File: config.mk
export PLATFORM = sky130hd
export DESIGN_NAME = mcc_host
export DESIGN_NICKNAME = d
export VERILOG_FILES = /design/src/design/mcc_host.v /design/src/design/mcc_buf2.v
export VERILOG_INCLUDE_DIRS = /design/src /design/src/design
export SDC_FILE = /design/constraint.sdc
export NUM_CORES = 1
export LEC_CHECK = 0
export BUFFER_PORTS_ARGS = -buffer_cell sky130_fd_sc_hd__buf_2
export CAP_MARGIN = 20
export CORE_ASPECT_RATIO = 0.5
export CORE_UTILIZATION = 35
export CTS_CLUSTER_SIZE = 10
export DETAILED_ROUTE_END_ITERATION = 16
export PLACE_DENSITY_LB_ADDON = 0.15
export SYNTH_ARGS = -nofsm -noshare
export SYNTH_HDL_FRONTEND = slang
export SYNTH_SLANG_ARGS = --single-unit
File: constraint.sdc
create_clock -name clk_sys -period 7.35 [get_ports clk_sys]
set_input_delay 2.205 -clock clk_sys [delete_from_list [all_inputs] [get_ports clk_sys]]
set_output_delay 2.205 -clock clk_sys [all_outputs]
set_load 0.01 [all_outputs]
File: src/design/mcc_map.vh
// Constants for the Modbus RTU configuration master: register map, frame fields,
// command codes, error codes and timing figures.
// Assumes a 100 MHz system clock and a byte-wide serial framer outside.
`ifndef MCC_MAP_VH
`define MCC_MAP_VH

`define MCC_CLK_MHZ          100
`define MCC_RESP_TIMEOUT_MS  100
`define MCC_REBOOT_MS        2000

// Avalon word indices
`define MCC_REG_CMD          3'h0
`define MCC_REG_NODE         3'h1
`define MCC_REG_SERCFG       3'h2
`define MCC_REG_CANSTD       3'h3
`define MCC_REG_CANUSR       3'h4
`define MCC_REG_RDCNT        3'h5
`define MCC_REG_RXWORD       3'h6

// Command kinds written to CMD[2:0]
`define MCC_KIND_SERIAL      3'h1
`define MCC_KIND_CANSTD      3'h2
`define MCC_KIND_CANUSR      3'h3
`define MCC_KIND_READ        3'h4

// Modbus frame fields
`define MCC_FC_WRMULTI       8'h10
`define MCC_FC_RDINPUT       8'h04
`define MCC_FC_EXCEPT_BIT    7
`define MCC_CFG_ADDR         16'h0100
`define MCC_MSG_ADDR         16'h0000
`define MCC_CMD_SERIAL       16'h0003
`define MCC_CMD_CANSTD       16'h0004
`define MCC_CMD_CANUSR       16'h0005
`define MCC_WC_SERIAL        16'h0005
`define MCC_WC_CANSTD        16'h0002
`define MCC_WC_CANUSR        16'h0003
`define MCC_WC_ECHO_ALT      16'h0002
`define MCC_REGS_PER_MSG     16'h0009
`define MCC_MAX_MSGS         5'h0D
`define MCC_CRC_INIT         16'hFFFF
`define MCC_CRC_POLY         16'hA001

// Argument code limits
`define MCC_BAUD_MIN         4'h2
`define MCC_BAUD_MAX         4'hC
`define MCC_DBITS_MAX        2'h3
`define MCC_PARITY_MAX       2'h2
`define MCC_CAN_MAX          4'h8
`define MCC_CAN_USER         4'hF

// SERCFG field positions
`define MCC_SER_BAUD_LSB     0
`define MCC_SER_DBITS_LSB    4
`define MCC_SER_STOP_BIT     6
`define MCC_SER_PAR_LSB      8

// Error codes in STATUS[4:2]
`define MCC_ERR_NONE         3'h0
`define MCC_ERR_ARG          3'h1
`define MCC_ERR_EXCEPT       3'h2
`define MCC_ERR_FRAME        3'h3
`define MCC_ERR_TIMEOUT      3'h4

`endif

File: src/design/mcc_host.v
// Modbus RTU master that configures a serial-to-CAN converter and reads its
// received CAN messages. Software orders it over Avalon-MM.
// Assumes a byte framer outside that handles bit timing and frame silence.
// Overview of operation
// - Serial settings: 0x0100, five words, command 3
// - Baud code 2..12 maps 300..230400 bps
// - Data bits code 0..3 means 5..8
// - Stop code 0 one, 1 two
// - Parity code 0 none, 1 odd, 2 even
// - Standard CAN rate: two words, command 4
// - CAN codes 0..8 select 10..1000 kbps
// - User CAN rate: three words, command 5
// - User rate in bps, high word first
// - Read with function 4, address 0, 9n
`timescale 1ns/10ps
`default_nettype none
`include "mcc_map.vh"
module mcc_host #(
  parameter RESP_CYC   = `MCC_RESP_TIMEOUT_MS * `MCC_CLK_MHZ * 1000,
  parameter REBOOT_CYC = `MCC_REBOOT_MS * `MCC_CLK_MHZ * 1000
) (
  input  wire        clk_sys,
  input  wire        arst_n,
  input  wire [2:0]  avs_address,
  input  wire        avs_read,
  input  wire        avs_write,
  input  wire [31:0] avs_writedata,
  output reg  [31:0] avs_readdata,
  output reg         avs_waitrequest,
  output reg  [7:0]  tx_data,
  output reg         tx_valid,
  output reg         tx_last,
  input  wire        tx_ready,
  input  wire [7:0]  rx_data,
  input  wire        rx_valid,
  output wire        rx_ready
);
  localparam ST_IDLE   = 2'h0;
  localparam ST_SEND   = 2'h1;
  localparam ST_WAIT   = 2'h2;
  localparam ST_REBOOT = 2'h3;

  function [15:0] mcc_crc;
    input [15:0] c;
    input [7:0]  d;
    integer      i;
    reg   [15:0] x;
    begin
      x = c ^ {8'h00, d};
      for (i = 0; i < 8; i = i + 1) begin
        x = x[0] ? ((x >> 1) ^ `MCC_CRC_POLY) : (x >> 1);
      end
      mcc_crc = x;
    end
  endfunction

  reg  [1:0]  state;
  reg  [2:0]  kind;
  reg  [7:0]  node;
  reg  [9:0]  sercfg;
  reg  [3:0]  canstd;
  reg  [31:0] canusr;
  reg  [4:0]  rdcnt;
  reg         busy;
  reg         done;
  reg  [2:0]  err;
  reg  [4:0]  tx_idx;
  reg  [15:0] tx_crc;
  reg  [7:0]  rx_idx;
  reg  [7:0]  rx_len;
  reg  [15:0] rx_crc;
  reg  [7:0]  rx_hi;
  reg         rx_bad;
  reg         rx_exc;
  reg  [31:0] timer;
  reg         pop_ok;
  reg  [7:0]  body_byte;
  reg  [15:0] sel_word;
  reg  [15:0] wcount;
  reg         arg_ok;

  wire [3:0]  ser_baud  = sercfg[`MCC_SER_BAUD_LSB +: 4];
  wire [1:0]  ser_dbits = sercfg[`MCC_SER_DBITS_LSB +: 2];
  wire        ser_stop  = sercfg[`MCC_SER_STOP_BIT];
  wire [1:0]  ser_par   = sercfg[`MCC_SER_PAR_LSB +: 2];
  wire        is_read   = (kind == `MCC_KIND_READ);
  wire [15:0] rd_regs   = rdcnt * `MCC_REGS_PER_MSG;
  wire [7:0]  rd_bytes  = {rd_regs[6:0], 1'b0};
  wire [4:0]  body_len  = is_read ? 5'h06 : (5'h07 + {wcount[3:0], 1'b0});
  wire [4:0]  cmd_kind  = {2'h0, avs_writedata[2:0]};
  wire [3:0]  word_k    = (tx_idx[3:0] - 4'h7) >> 1;
  wire [15:0] cfg_addr  = `MCC_CFG_ADDR;
  wire [15:0] msg_addr  = `MCC_MSG_ADDR;
  wire        acc       = (avs_read || avs_write) && !avs_waitrequest;
  wire        rx_take   = rx_valid && rx_ready;
  wire [15:0] rx_crc_nx = mcc_crc(rx_crc, rx_data);
  wire        in_data_z = !is_read || rx_exc || rx_idx < 8'h03 || rx_idx >= rx_len - 8'h02;
  wire        buf_push  = (state == ST_WAIT) && rx_take && !in_data_z && !rx_idx[0];
  wire        buf_valid;
  wire [15:0] buf_data;
  wire        buf_pop   = acc && avs_read && avs_address == `MCC_REG_RXWORD && pop_ok;

  mcc_buf2 #(
    .WIDTH (16)
  ) u_buf (
    .clk_sys   (clk_sys),
    .arst_n    (arst_n),
    .in_valid  (buf_push),
    .in_data   ({rx_hi, rx_data}),
    .in_ready  (rx_ready),
    .out_valid (buf_valid),
    .out_data  (buf_data),
    .out_ready (buf_pop)
  );

  // Word count for the command in hand
  always @* begin
    case (kind)
      `MCC_KIND_SERIAL: wcount = `MCC_WC_SERIAL;
      `MCC_KIND_CANSTD: wcount = `MCC_WC_CANSTD;
      `MCC_KIND_CANUSR: wcount = `MCC_WC_CANUSR;
      default:          wcount = rd_regs;
    endcase
  end

  // Argument check on the command about to be written
  always @* begin
    case (avs_writedata[2:0])
      `MCC_KIND_SERIAL: arg_ok = ser_baud >= `MCC_BAUD_MIN && ser_baud <= `MCC_BAUD_MAX
                              && ser_dbits <= `MCC_DBITS_MAX
                              && ser_par <= `MCC_PARITY_MAX;
      `MCC_KIND_CANSTD: arg_ok = canstd <= `MCC_CAN_MAX || canstd == `MCC_CAN_USER;
      `MCC_KIND_CANUSR: arg_ok = 1'b1;
      `MCC_KIND_READ:   arg_ok = rdcnt != 5'h00 && rdcnt <= `MCC_MAX_MSGS;
      default:          arg_ok = 1'b0;
    endcase
  end

  // Data word k of a multi-register write
  always @* begin
    sel_word = 16'h0000;
    case ({kind, word_k[2:0]})
      {`MCC_KIND_SERIAL, 3'h0}: sel_word = `MCC_CMD_SERIAL;
      {`MCC_KIND_SERIAL, 3'h1}: sel_word = {12'h000, ser_baud};
      {`MCC_KIND_SERIAL, 3'h2}: sel_word = {14'h0000, ser_dbits};
      {`MCC_KIND_SERIAL, 3'h3}: sel_word = {15'h0000, ser_stop};
      {`MCC_KIND_SERIAL, 3'h4}: sel_word = {14'h0000, ser_par};
      {`MCC_KIND_CANSTD, 3'h0}: sel_word = `MCC_CMD_CANSTD;
      {`MCC_KIND_CANSTD, 3'h1}: sel_word = {12'h000, canstd};
      {`MCC_KIND_CANUSR, 3'h0}: sel_word = `MCC_CMD_CANUSR;
      {`MCC_KIND_CANUSR, 3'h1}: sel_word = canusr[31:16];
      {`MCC_KIND_CANUSR, 3'h2}: sel_word = canusr[15:0];
      default:                  sel_word = 16'h0000;
    endcase
  end

  // Frame body byte at tx_idx, CRC excluded
  always @* begin
    case (tx_idx)
      5'h00:   body_byte = node;
      5'h01:   body_byte = is_read ? `MCC_FC_RDINPUT : `MCC_FC_WRMULTI;
      5'h02:   body_byte = is_read ? msg_addr[15:8] : cfg_addr[15:8];
      5'h03:   body_byte = is_read ? msg_addr[7:0] : cfg_addr[7:0];
      5'h04:   body_byte = wcount[15:8];
      5'h05:   body_byte = wcount[7:0];
      5'h06:   body_byte = {wcount[6:0], 1'b0};
      default: body_byte = tx_idx[0] ? sel_word[15:8] : sel_word[7:0];
    endcase
  end

  // Avalon slave, one wait cycle per access
  always @(posedge clk_sys or negedge arst_n) begin
    if (!arst_n) begin
      avs_waitrequest <= 1'b1;
      avs_readdata    <= 32'h0000_0000;
      pop_ok          <= 1'b0;
    end else begin
      avs_waitrequest <= !((avs_read || avs_write) && avs_waitrequest);
      if (avs_read && avs_waitrequest) begin
        pop_ok <= 1'b0;
        case (avs_address)
          `MCC_REG_CMD:    avs_readdata <= {27'h0, err, done, busy};
          `MCC_REG_NODE:   avs_readdata <= {24'h0, node};
          `MCC_REG_SERCFG: avs_readdata <= {22'h0, sercfg};
          `MCC_REG_CANSTD: avs_readdata <= {28'h0, canstd};
          `MCC_REG_CANUSR: avs_readdata <= canusr;
          `MCC_REG_RDCNT:  avs_readdata <= {27'h0, rdcnt};
          `MCC_REG_RXWORD: begin
            avs_readdata <= {15'h0, buf_valid, buf_data};
            pop_ok       <= buf_valid;
          end
          default:         avs_readdata <= 32'h0000_0000;
        endcase
      end
    end
  end

  // Command engine
  always @(posedge clk_sys or negedge arst_n) begin
    if (!arst_n) begin
      state    <= ST_IDLE;
      kind     <= 3'h0;
      node     <= 8'h01;
      sercfg   <= 10'h000;
      canstd   <= 4'h0;
      canusr   <= 32'h0000_0000;
      rdcnt    <= 5'h01;
      busy     <= 1'b0;
      done     <= 1'b0;
      err      <= `MCC_ERR_NONE;
      tx_idx   <= 5'h00;
      tx_crc   <= `MCC_CRC_INIT;
      tx_data  <= 8'h00;
      tx_valid <= 1'b0;
      tx_last  <= 1'b0;
      rx_idx   <= 8'h00;
      rx_len   <= 8'h00;
      rx_crc   <= `MCC_CRC_INIT;
      rx_hi    <= 8'h00;
      rx_bad   <= 1'b0;
      rx_exc   <= 1'b0;
      timer    <= 32'h0000_0000;
    end else begin
      if (acc && avs_write && !busy) begin
        case (avs_address)
          `MCC_REG_NODE:   node   <= avs_writedata[7:0];
          `MCC_REG_SERCFG: sercfg <= avs_writedata[9:0];
          `MCC_REG_CANSTD: canstd <= avs_writedata[3:0];
          `MCC_REG_CANUSR: canusr <= avs_writedata;
          `MCC_REG_RDCNT:  rdcnt  <= avs_writedata[4:0];
          `MCC_REG_CMD: begin
            done <= 1'b0;
            if (arg_ok) begin
              kind   <= cmd_kind[2:0];
              busy   <= 1'b1;
              err    <= `MCC_ERR_NONE;
              tx_idx <= 5'h00;
              tx_crc <= `MCC_CRC_INIT;
              state  <= ST_SEND;
            end else begin
              err  <= `MCC_ERR_ARG;
              done <= 1'b1;
            end
          end
          default: ;
        endcase
      end
      case (state)
        ST_SEND: begin
          if (!tx_valid || tx_ready) begin
            if (tx_idx == body_len + 5'h02) begin
              tx_valid <= 1'b0;
              tx_last  <= 1'b0;
              rx_idx   <= 8'h00;
              rx_len   <= is_read ? 8'h05 : 8'h08;
              rx_crc   <= `MCC_CRC_INIT;
              rx_bad   <= 1'b0;
              rx_exc   <= 1'b0;
              timer    <= 32'h0000_0000;
              state    <= ST_WAIT;
            end else begin
              tx_valid <= 1'b1;
              tx_last  <= (tx_idx == body_len + 5'h01);
              if (tx_idx < body_len) begin
                tx_data <= body_byte;
                tx_crc  <= mcc_crc(tx_crc, body_byte);
              end else begin
                tx_data <= (tx_idx == body_len) ? tx_crc[7:0] : tx_crc[15:8];
              end
              tx_idx <= tx_idx + 5'h01;
            end
          end
        end
        ST_WAIT: begin
          timer <= timer + 32'h0000_0001;
          if (rx_take) begin
            rx_idx <= rx_idx + 8'h01;
            rx_crc <= rx_crc_nx;
            rx_hi  <= rx_data;
            case (rx_idx)
              8'h00: if (rx_data != node) rx_bad <= 1'b1;
              8'h01: begin
                if (rx_data[`MCC_FC_EXCEPT_BIT]) begin
                  rx_exc <= 1'b1;
                  rx_len <= 8'h05;
                end else if (rx_data != (is_read ? `MCC_FC_RDINPUT : `MCC_FC_WRMULTI)) begin
                  rx_bad <= 1'b1;
                end
              end
              8'h02: begin
                if (is_read && !rx_exc) begin
                  rx_len <= rd_bytes + 8'h05;
                  if (rx_data != rd_bytes) rx_bad <= 1'b1;
                end else if (!rx_exc && rx_data != `MCC_CFG_ADDR >> 8) begin
                  rx_bad <= 1'b1;
                end
              end
              8'h03: if (!is_read && !rx_exc && rx_data != (`MCC_CFG_ADDR & 8'hFF)) rx_bad <= 1'b1;
              8'h04: if (!is_read && rx_data != 8'h00) rx_bad <= 1'b1;
              8'h05: if (!is_read && rx_data != wcount[7:0]
                         && {8'h00, rx_data} != `MCC_WC_ECHO_ALT) rx_bad <= 1'b1;
              default: ;
            endcase
            if (rx_idx == rx_len - 8'h01 && !(rx_idx == 8'h01 && rx_data[`MCC_FC_EXCEPT_BIT])
                && !(rx_idx == 8'h02 && is_read && !rx_exc)) begin
              if (rx_exc) begin
                err   <= `MCC_ERR_EXCEPT;
                done  <= 1'b1;
                busy  <= 1'b0;
                state <= ST_IDLE;
              end else if (rx_bad || rx_crc_nx != 16'h0000) begin
                err   <= `MCC_ERR_FRAME;
                done  <= 1'b1;
                busy  <= 1'b0;
                state <= ST_IDLE;
              end else if (is_read) begin
                done  <= 1'b1;
                busy  <= 1'b0;
                state <= ST_IDLE;
              end else begin
                timer <= 32'h0000_0000;
                state <= ST_REBOOT;
              end
            end
          end else if (timer >= RESP_CYC - 1) begin
            err   <= `MCC_ERR_TIMEOUT;
            done  <= 1'b1;
            busy  <= 1'b0;
            state <= ST_IDLE;
          end
        end
        ST_REBOOT: begin
          // Device is rebooting; hold off any new command
          timer <= timer + 32'h0000_0001;
          if (timer >= REBOOT_CYC - 1) begin
            done  <= 1'b1;
            busy  <= 1'b0;
            state <= ST_IDLE;
          end
        end
        // Idle must not override a command start above
        ST_IDLE: ;
        default: state <= ST_IDLE;
      endcase
    end
  end
endmodule
`default_nettype wire

File: src/design/mcc_buf2.v
// Two-entry word buffer with valid/ready on both sides.
// Assumes one clock; in_ready is registered.
`timescale 1ns/10ps
`default_nettype none
module mcc_buf2 #(
  parameter WIDTH = 16
) (
  input  wire             clk_sys,
  input  wire             arst_n,
  input  wire             in_valid,
  input  wire [WIDTH-1:0] in_data,
  output reg              in_ready,
  output wire             out_valid,
  output wire [WIDTH-1:0] out_data,
  input  wire             out_ready
);
  reg [WIDTH-1:0] slot0;
  reg [WIDTH-1:0] slot1;
  reg [1:0]       count;
  reg [1:0]       next_count;
  wire            push;
  wire            pop;

  assign out_valid = (count != 2'h0);
  assign out_data  = slot0;
  assign push      = in_valid && in_ready;
  assign pop       = out_valid && out_ready;

  always @* begin
    next_count = count;
    if (push && !pop) begin
      next_count = count + 2'h1;
    end else if (pop && !push) begin
      next_count = count - 2'h1;
    end
  end

  always @(posedge clk_sys or negedge arst_n) begin
    if (!arst_n) begin
      slot0    <= {WIDTH{1'b0}};
      slot1    <= {WIDTH{1'b0}};
      count    <= 2'h0;
      in_ready <= 1'b0;
    end else begin
      count    <= next_count;
      in_ready <= (next_count != 2'h2);
      if (pop) begin
        slot0 <= (push && count == 2'h1) ? in_data : slot1;
        if (push && count == 2'h2) begin
          slot1 <= in_data;
        end
      end else if (push) begin
        if (count == 2'h0) begin
          slot0 <= in_data;
        end else begin
          slot1 <= in_data;
        end
      end
    end
  end
endmodule
`default_nettype wire

==> results of run 1 <==
==> worst min path at each step <==
stage | end | slack, ps
after floorplan | timer[6] | 450
after global placement | tx_data[3] | 460
after detailed placement | tx_data[3] | 470
after CTS | tx_data[3] | 480
after global routing | avs_readdata[13] | 510
final | avs_readdata[6] | 480
==> power by group through the flow <==
stage,clock network [W],logic [W],registers [W]
floorplan,0,0.00203,0.00191
global placement,0,0.00251,0.00208
detailed placement,0,0.00255,0.00209
CTS,0.00134,0.00256,0.00207
global route,0.00140,0.00283,0.00211
finish,0.00130,0.00257,0.00207
==> area by class of cell <==
type | instances | area share, %
multi-input combinational | 1053 | 47.4
sequential | 243 | 38.3
clock buffer | 48 | 4.91
tap | 530 | 4.14
timing repair buffer | 114 | 4.03
inverter | 43 | 1.01
clock inverter | 2 | 0.219
antenna | 1 | 0.0156
==> metrics by stage <==
| step | worst slack, ps | std cells | hold WS (ps) | total power (W) |
|---|---|---|---|---|
| after floorplan | 1880 | 1426 | 451 | 0.00394 |
| after global placement | 1140 | 1979 | 464 | 0.00459 |
| after detailed placement | 898 | 1981 | 468 | 0.00463 |
| after CTS | 1440 | 2031 | 482 | 0.00597 |
| after global routing | 1110 | 2034 | 514 | 0.00634 |
| final | 1410 | 2034 | 478 | 0.00594 |
==> cell families (layout without fill, tap and decap cells) <==
family | Yosys count | count (layout)
flip-flops | 243 | 243
buffers and inverters | 130 | 207
other | 0 | 1
AND/OR/NAND/NOR | 436 | 436
multiplexers | 121 | 121
XOR/XNOR | 123 | 123
AO/OA/AOI/OAI | 333 | 333
adder cells (fa/ha/maj) | 40 | 40
==> layout by cell type (no fill, tap or decap), drive strengths merged, types with 43 or more instances in the layout <==
cell and n:
nand2 124, buf 114, xor2 43, inv 43
nor2 118, xnor2 77, mux2 91, o21ai 101
a21oi 68, dfrtp 208, clkbuf 48
==> sequential cells by signal, indices dropped and copies added (netlist names), 2 cells and up <==
name,count
avs_readdata,32
canstd,4
canusr,32
err,3
kind,3
node,8
rdcnt,5
rx_crc,16
rx_hi,8
rx_idx,8
rx_len,8
sercfg,10
state,2
timer,32
tx_crc,16
tx_data,8
tx_idx,5
u_buf.count,2
u_buf.out_data,16
u_buf.slot1,16
==> worst register-to-register path, stage by stage (launching register included) <==
cell      delay (ps)
dfrtp_1          600
nand2b_1         550
o21ai_1          390
inv_1            140
ha_1             440
nand2_1          120
ha_1             310
xor2_1           150
nor3b_1          260
and2_1           210
a31o_2           640
a21boi_0         420
buf_2            280
mux2_2           360
==> routing by layer <==
metal,part of all wire [%],wire length (um),vias up
met5,0,0,-
li1,-,-,5276
met4,1.6,681,0
met3,5.7,2400,49
met2,44,18400,318
met1,49,20600,5637
==> key figures, run 1 <==
Synthesis
  – Post-Synth Adder-Cell Area: 3.53%
  – Fraction of registers with async set/reset: 100%
  – Mapped Cells: 1,426
  – Synth Area in XOR/XNOR: between 8 and 9%
  – Area leader, netlist: dfrtp_1
  – Seq/Total Area, Yosys: between 40% and 50%
  – Synth Warn #: 0
  – Post-synth EDFFs: 0
  – Syn Nets: about 1,500
  – Mux contribution to synthesized area: between 9 and 10%
  – Yosys reg bits: 243
  – Synth Flop Type: dfrtp_1
  – Most frequent cell after synthesis: dfrtp_1
  – Syn Area/Cell: between 9 and 10 sq um
  – Most frequent cells after synthesis: 208 x dfrtp_1, 124 x nand2_1, 117 x nor2_1
  – Yosys top cell area share: a little over a third
  – Combinational family with the most area after synthesis: compound AO/OA/AOI/OAI gates
  – Distinct cells, synth: approximately 100
  – Synthesized cell area: 14,200 sq um
  – Synth Area in Compound Gates: about 16%
  – Synth top area cells: dfrtp_1 37%, mux2_2 7.2%, dfstp_2 6.5%
  – Simple-gate share of the synthesized area: 15.4%

Pwr
  – Comb power frac: 43.2%
  – Internal power: 0.00354 W
  – Sequential share of power: a little over a third
  – NetSw: around 0.0024 W
  – Worst vdd ir: 0.270 mV
  – Clk pwr share: 21.9%
  – Pleak: 7.14 nW
  – PwrDens: 371 nW/um^2
  – Switching share of power: about 40%

Run status
  – Outcome: finished clean

Die
  – Chip height: 145 um
  – Starting density of the core: between 30% and 40%
  – Die W: approximately 290 um
  – Die area: 41,600 sq um
  – FP Rows: 51
  – Ports: 93
  – CORE AREA: 39,500 sq um

Timing
  – Final Setup Violations: 0
  – Worst-Margin Slew: about 960 ps
  – Tcrit/Tclk final: 80.9%
  – RSZ-0062 raised after global routing: false
  – Slew Limit Headroom: 35.9%
  – Min Tclk post-route: slightly below 6000 ps
  – Worst Skew: 36.9 ps
  – Final Hold Fails: 0
  – Slew Limit Fails: 0
  – Max Freq: 168 MHz
  – Fin Setup TNS: 0 ps

Global route
  – Global-route wire length before repair: between 60,000 and 70,000 um
  – Vias in the first global route: between 10,000 and 15,000
  – Largest net degree at the start of global routing: 94
  – Grt ovf: 0
  – Grt met3 use: 3.40%
  – Initial antenna violation count: 1
  – GRT Resource Usage Total: approximately a fifth
  – Top Usage Layer GRT: met2
  – Met2 usage: a little over 30%
  – Met1 usage: a little over 30%

CTS
  – Setup repair bufs after CTS: 0
  – Num CTS Buffers: 28
  – Clock sinks: 243
  – H-tree depth: 1
  – Post-cts sizing count: 0
  – CTS clk-pin slew, worst paths: 60 ps
  – Clk buf depth: 3
  – CTS root buf: clkbuf_16
  – Hold_buf cts: 0
  – Clock Latency Late Sink: 590 ps
  – CTS tree: yes

Finish
  – Layout cells sized above 1: 21.3%
  – Multi-input gate area: between 7000 and 8000 sq um
  – Design Area, Final: 16,000 sq um
  – Register area: 6120 sq um
  – Utilization after layout: between 40% and 50%
  – Layout Nets: 1,570
  – Layout area overhead: 12.3%
  – Fill cells: 3,839

Routing
  – Routed via count: 11,280
  – DRT Wirelength: roughly 42,000 um
  – DR WL/cell: between 20 and 25 um
  – First-pass DRT Iterations: 8
  – Initial DRC count: between 1,000 and 1,500
  – Via density: 5.55
  – Post-route DRC: 0
  – Antenna-violating nets left: 0

Worst setup path
  – Startpoint Class: input pin
  – Worst path cell trace: buf_2 -> xnor2_1 -> xnor2_1 -> xor2_1 -> xnor2_1 -> ha_1 -> or4b_1 -> nor4_1 -> o2111ai_1 -> nor3_1 -> nand3_1 -> o41ai_2 -> buf_4 -> inv_2 -> nor2_1 -> buf_4 -> a311oi_1
  – Most used cell, CP: xnor2_1
  – Setup crit end: timer[14]
  – Largest fanout on the critical path: 22
  – Cell family with most CP delay: simple AND/OR/NAND/NOR gates
  – Critical Path Max Stage Delay: 460 ps
  – Setup crit start: rx_data[5]
  – Crit path depth: 17
  – CP Class: input pin to register
  – R2r startpoint: kind[2]
  – CP endpoint kind: register
  – Register-to-Register Setup Slack: 2320 ps
  – WP buf/inv: 4
  – CP required: 7760 ps
  – Slowest stage cell, crit path: nor3_1
  – Worst r2r dst: rx_len[7]
  – FF-to-FF path depth: 13
  – Arr. time, crit path: roughly 6400 ps

Min path
  – Hold_sp: avs_readdata[6]
  – Hold depth: 2
  – HP Class: register to register

Placed design
  – Placed Instance Area: 15,200 sq um
  – Port Buffer Count: slightly above 90
  – Gpl congestion: ~0.89
  – HPWL after detailed placement: 30,200 um

Flow run
  – Max-cap viol count: 0
Note: power is estimated with default switching activity, not from simulation.
==> inputs of run 2 (changes only) <==
clock period = 6.1 ns   (was 7.35 ns; I/O delays follow)
==> key figures, run 2 (synthesis gave the netlist of run 1 again) <==
Run status
  – Outcome: finished clean

Pwr
  – NetSw: 0.00286 W (+19%)
  – Sequential share of power: 35.2% (+0.3 points)
  – Pleak: 7.13 nW (-0.13%)
  – Clk pwr share: 21.7% (-0.2 points)
  – Internal power: 0.00427 W (+21%)
  – Comb power frac: 43.1% (about the same)
  – PwrDens: 446 nW/um^2 (+20%)
  – Switching share of power: 40.1% (-0.27 points)
  – Worst vdd ir: 0.339 mV (+26%)

Global route
  – Initial antenna violation count: 0 (-1)
  – Largest net degree at the start of global routing: 115 (+22%)
  – Vias in the first global route: 11,001 (-0.57%)
  – GRT Resource Usage Total: 20.4% (-0.055 points)
  – Global-route wire length before repair: 66,000 um (-0.30%)
  – Grt ovf: 0 (unchanged)

CTS
  – CTS clk-pin slew, worst paths: 60 ps (about the same)
  – Clock Latency Late Sink: 560 ps (-30 ps)
  – CTS root buf: clkbuf_16
  – H-tree depth: 1 (unchanged)
  – Hold_buf cts: 0 (unchanged)
  – Clk buf depth: 3 (unchanged)
  – CTS tree: yes
  – Clock sinks: 243 (unchanged)
  – Post-cts sizing count: 0 (unchanged)
  – Num CTS Buffers: 28 (unchanged)
  – Setup repair bufs after CTS: 0 (unchanged)

Finish
  – Layout area overhead: 12.2%
  – Commonest non-fill, non-tap cells in the layout: 208 x dfrtp_1, 124 x nand2_1, 117 x nor2_1
  – Utilization after layout: 40.5% (-0.048 points)
  – Layout cells sized above 1: 21.2% (-0.10 points)
  – Layout Nets: 1,568 (-0.13%)
  – Largest regs: avs_readdata x32, canusr x32, timer x32
  – Commonest non-fill, non-tap cell in the layout: dfrtp_1
  – Fill cells: 3,819 (-0.52%)
  – Antenna Cells: 0 (-1)

Routing
  – Initial DRC count: 906 (-11%)
  – Routed via count: 11,323 (+0.38%)
  – DRT Wirelength: 41,800 um (-0.72%)
  – Via density: 5.58 (+0.53%)
  – Post-route DRC: 0 (unchanged)
  – Antenna-violating nets left: 0 (unchanged)
  – DR WL/cell: 20.6 um (-0.58%)
  – First-pass DRT Iterations: 5 (-3)

Die
  – Chip height: 145 um (unchanged)
  – Starting density of the core: 36.1% (unchanged)
  – Ports: 93 (unchanged)
  – Die area: 41,600 sq um (unchanged)
  – Die W: 287 um (unchanged)
  – FP Rows: 51 (unchanged)
  – CORE AREA: 39,500 sq um (unchanged)

Timing
  – Final Hold Fails: 0 (unchanged)
  – Slew Limit Fails: 0 (unchanged)
  – Worst-Margin Slew: 1140 ps (+179 ps)
  – RSZ-0062 raised after global routing: false
  – Fin Setup TNS: 0 ps (unchanged)
  – Min Tclk post-route: about 5400 ps
  – Max Freq: 186 MHz
  – Tcrit/Tclk final: about nine tenths
  – Final Setup Violations: 0 (unchanged)
  – Worst Skew: 16.6 ps (-20.3 ps)
  – Slew Limit Headroom: 23.7% (-12 points)

Worst setup path
  – Largest fanout on the critical path: 22 (unchanged)
  – CP required: 6510 ps (-1250 ps)
  – Worst path cell trace: buf_2 -> xor2_1 -> xnor2_1 -> xor2_1 -> xnor2_1 -> ha_1 -> or4b_1 -> nor4_1 -> o2111ai_1 -> nor3_1 -> buf_4 -> nand3_1 -> o41ai_2 -> inv_2 -> nor2_1 -> buf_4 -> a311oi_1
  – Critical Path Max Stage Delay: 450 ps (about the same)
  – Slowest stage cell, crit path: or4b_1
  – Startpoint Class: input pin
  – CP Class: input pin to register
  – CP endpoint kind: register
  – Arr. time, crit path: 5790 ps (-570 ps)

Min path
  – HP Class: register to register

Flow run
  – Max-cap viol count: 0 (unchanged)

Placed design
  – Gpl congestion: 0.885 (-0.35%)
  – Port Buffer Count: 92 (unchanged)
  – HPWL after detailed placement: 30,200 um (-0.17%)
-- run 2: final timing paths --
kind                                   end        from  slack, ps  cells past startpoint
min in group asynchronous         timer[8]      arst_n       1330                      1
worst min-delay path            tx_data[2]  tx_data[2]        480                      2
worst max register to register  tx_crc[14]   tx_idx[0]       1380                     12
worst max-delay path             timer[14]  rx_data[0]        720                     17
worst min register to register  tx_data[2]  tx_data[2]        480                      2
max in group asynchronous        timer[20]      arst_n       3650                      2
-- run 2: area by class of cell --
class                   count  area, sq um  share of cell area (%)
clock inverters             1         16.3                   0.102
clock buffers              49          800                    5.00
inverters                  43          161                    1.01
well taps                 530          663                    4.15
flip-flops and latches    243         6120                    38.3
repair buffers            112          633                    3.96
multi-input cells        1053         7590                    47.5
-- run 2: per-stage QoR --
| stage | setup slack, ps | cells | instance area, sq um | hold WS [ps] | total power, W |
|---|---|---|---|---|---|
| floorplan | 1010 | 1426 | 14200 | 451 | 0.00475 |
| detailed placement | 175 | 1981 | 15200 | 473 | 0.00557 |
| global route | 449 | 2031 | 16000 | 515 | 0.00762 |
| finish | 721 | 2031 | 16000 | 479 | 0.00714 |
| CTS | 736 | 2031 | 16000 | 485 | 0.00717 |
| global placement | 388 | 1981 | 15200 | 459 | 0.00552 |
-- run 2: critical path: cells and delay by family --
| family | cells | cell delay (ps) |
|---|---|---|
| fa+ha+maj | 1 | 220 |
| buf+inv | 4 | 910 |
| simple gates | 5 | 1230 |
| xor+xnor | 4 | 950 |
| compound gates | 3 | 630 |
-- run 2: layer usage --
metal	vias up	GRT usage, %	routed length, um
met5	-	0	0
met4	0	4.03	680
met3	43	2.60	2100
met2	335	31.8	18600
met1	5689	30.2	20400
li1	5256	-	-
-- run 2: power by group through the flow --
stage | Clock, W | Combinational (W) | Sequential [W]
floorplan | 0 | 0.00245 | 0.00230
global placement | 0 | 0.00300 | 0.00252
detailed placement | 0 | 0.00304 | 0.00253
CTS | 0.00160 | 0.00306 | 0.00251
global route | 0.00167 | 0.00338 | 0.00257
finish | 0.00155 | 0.00307 | 0.00252
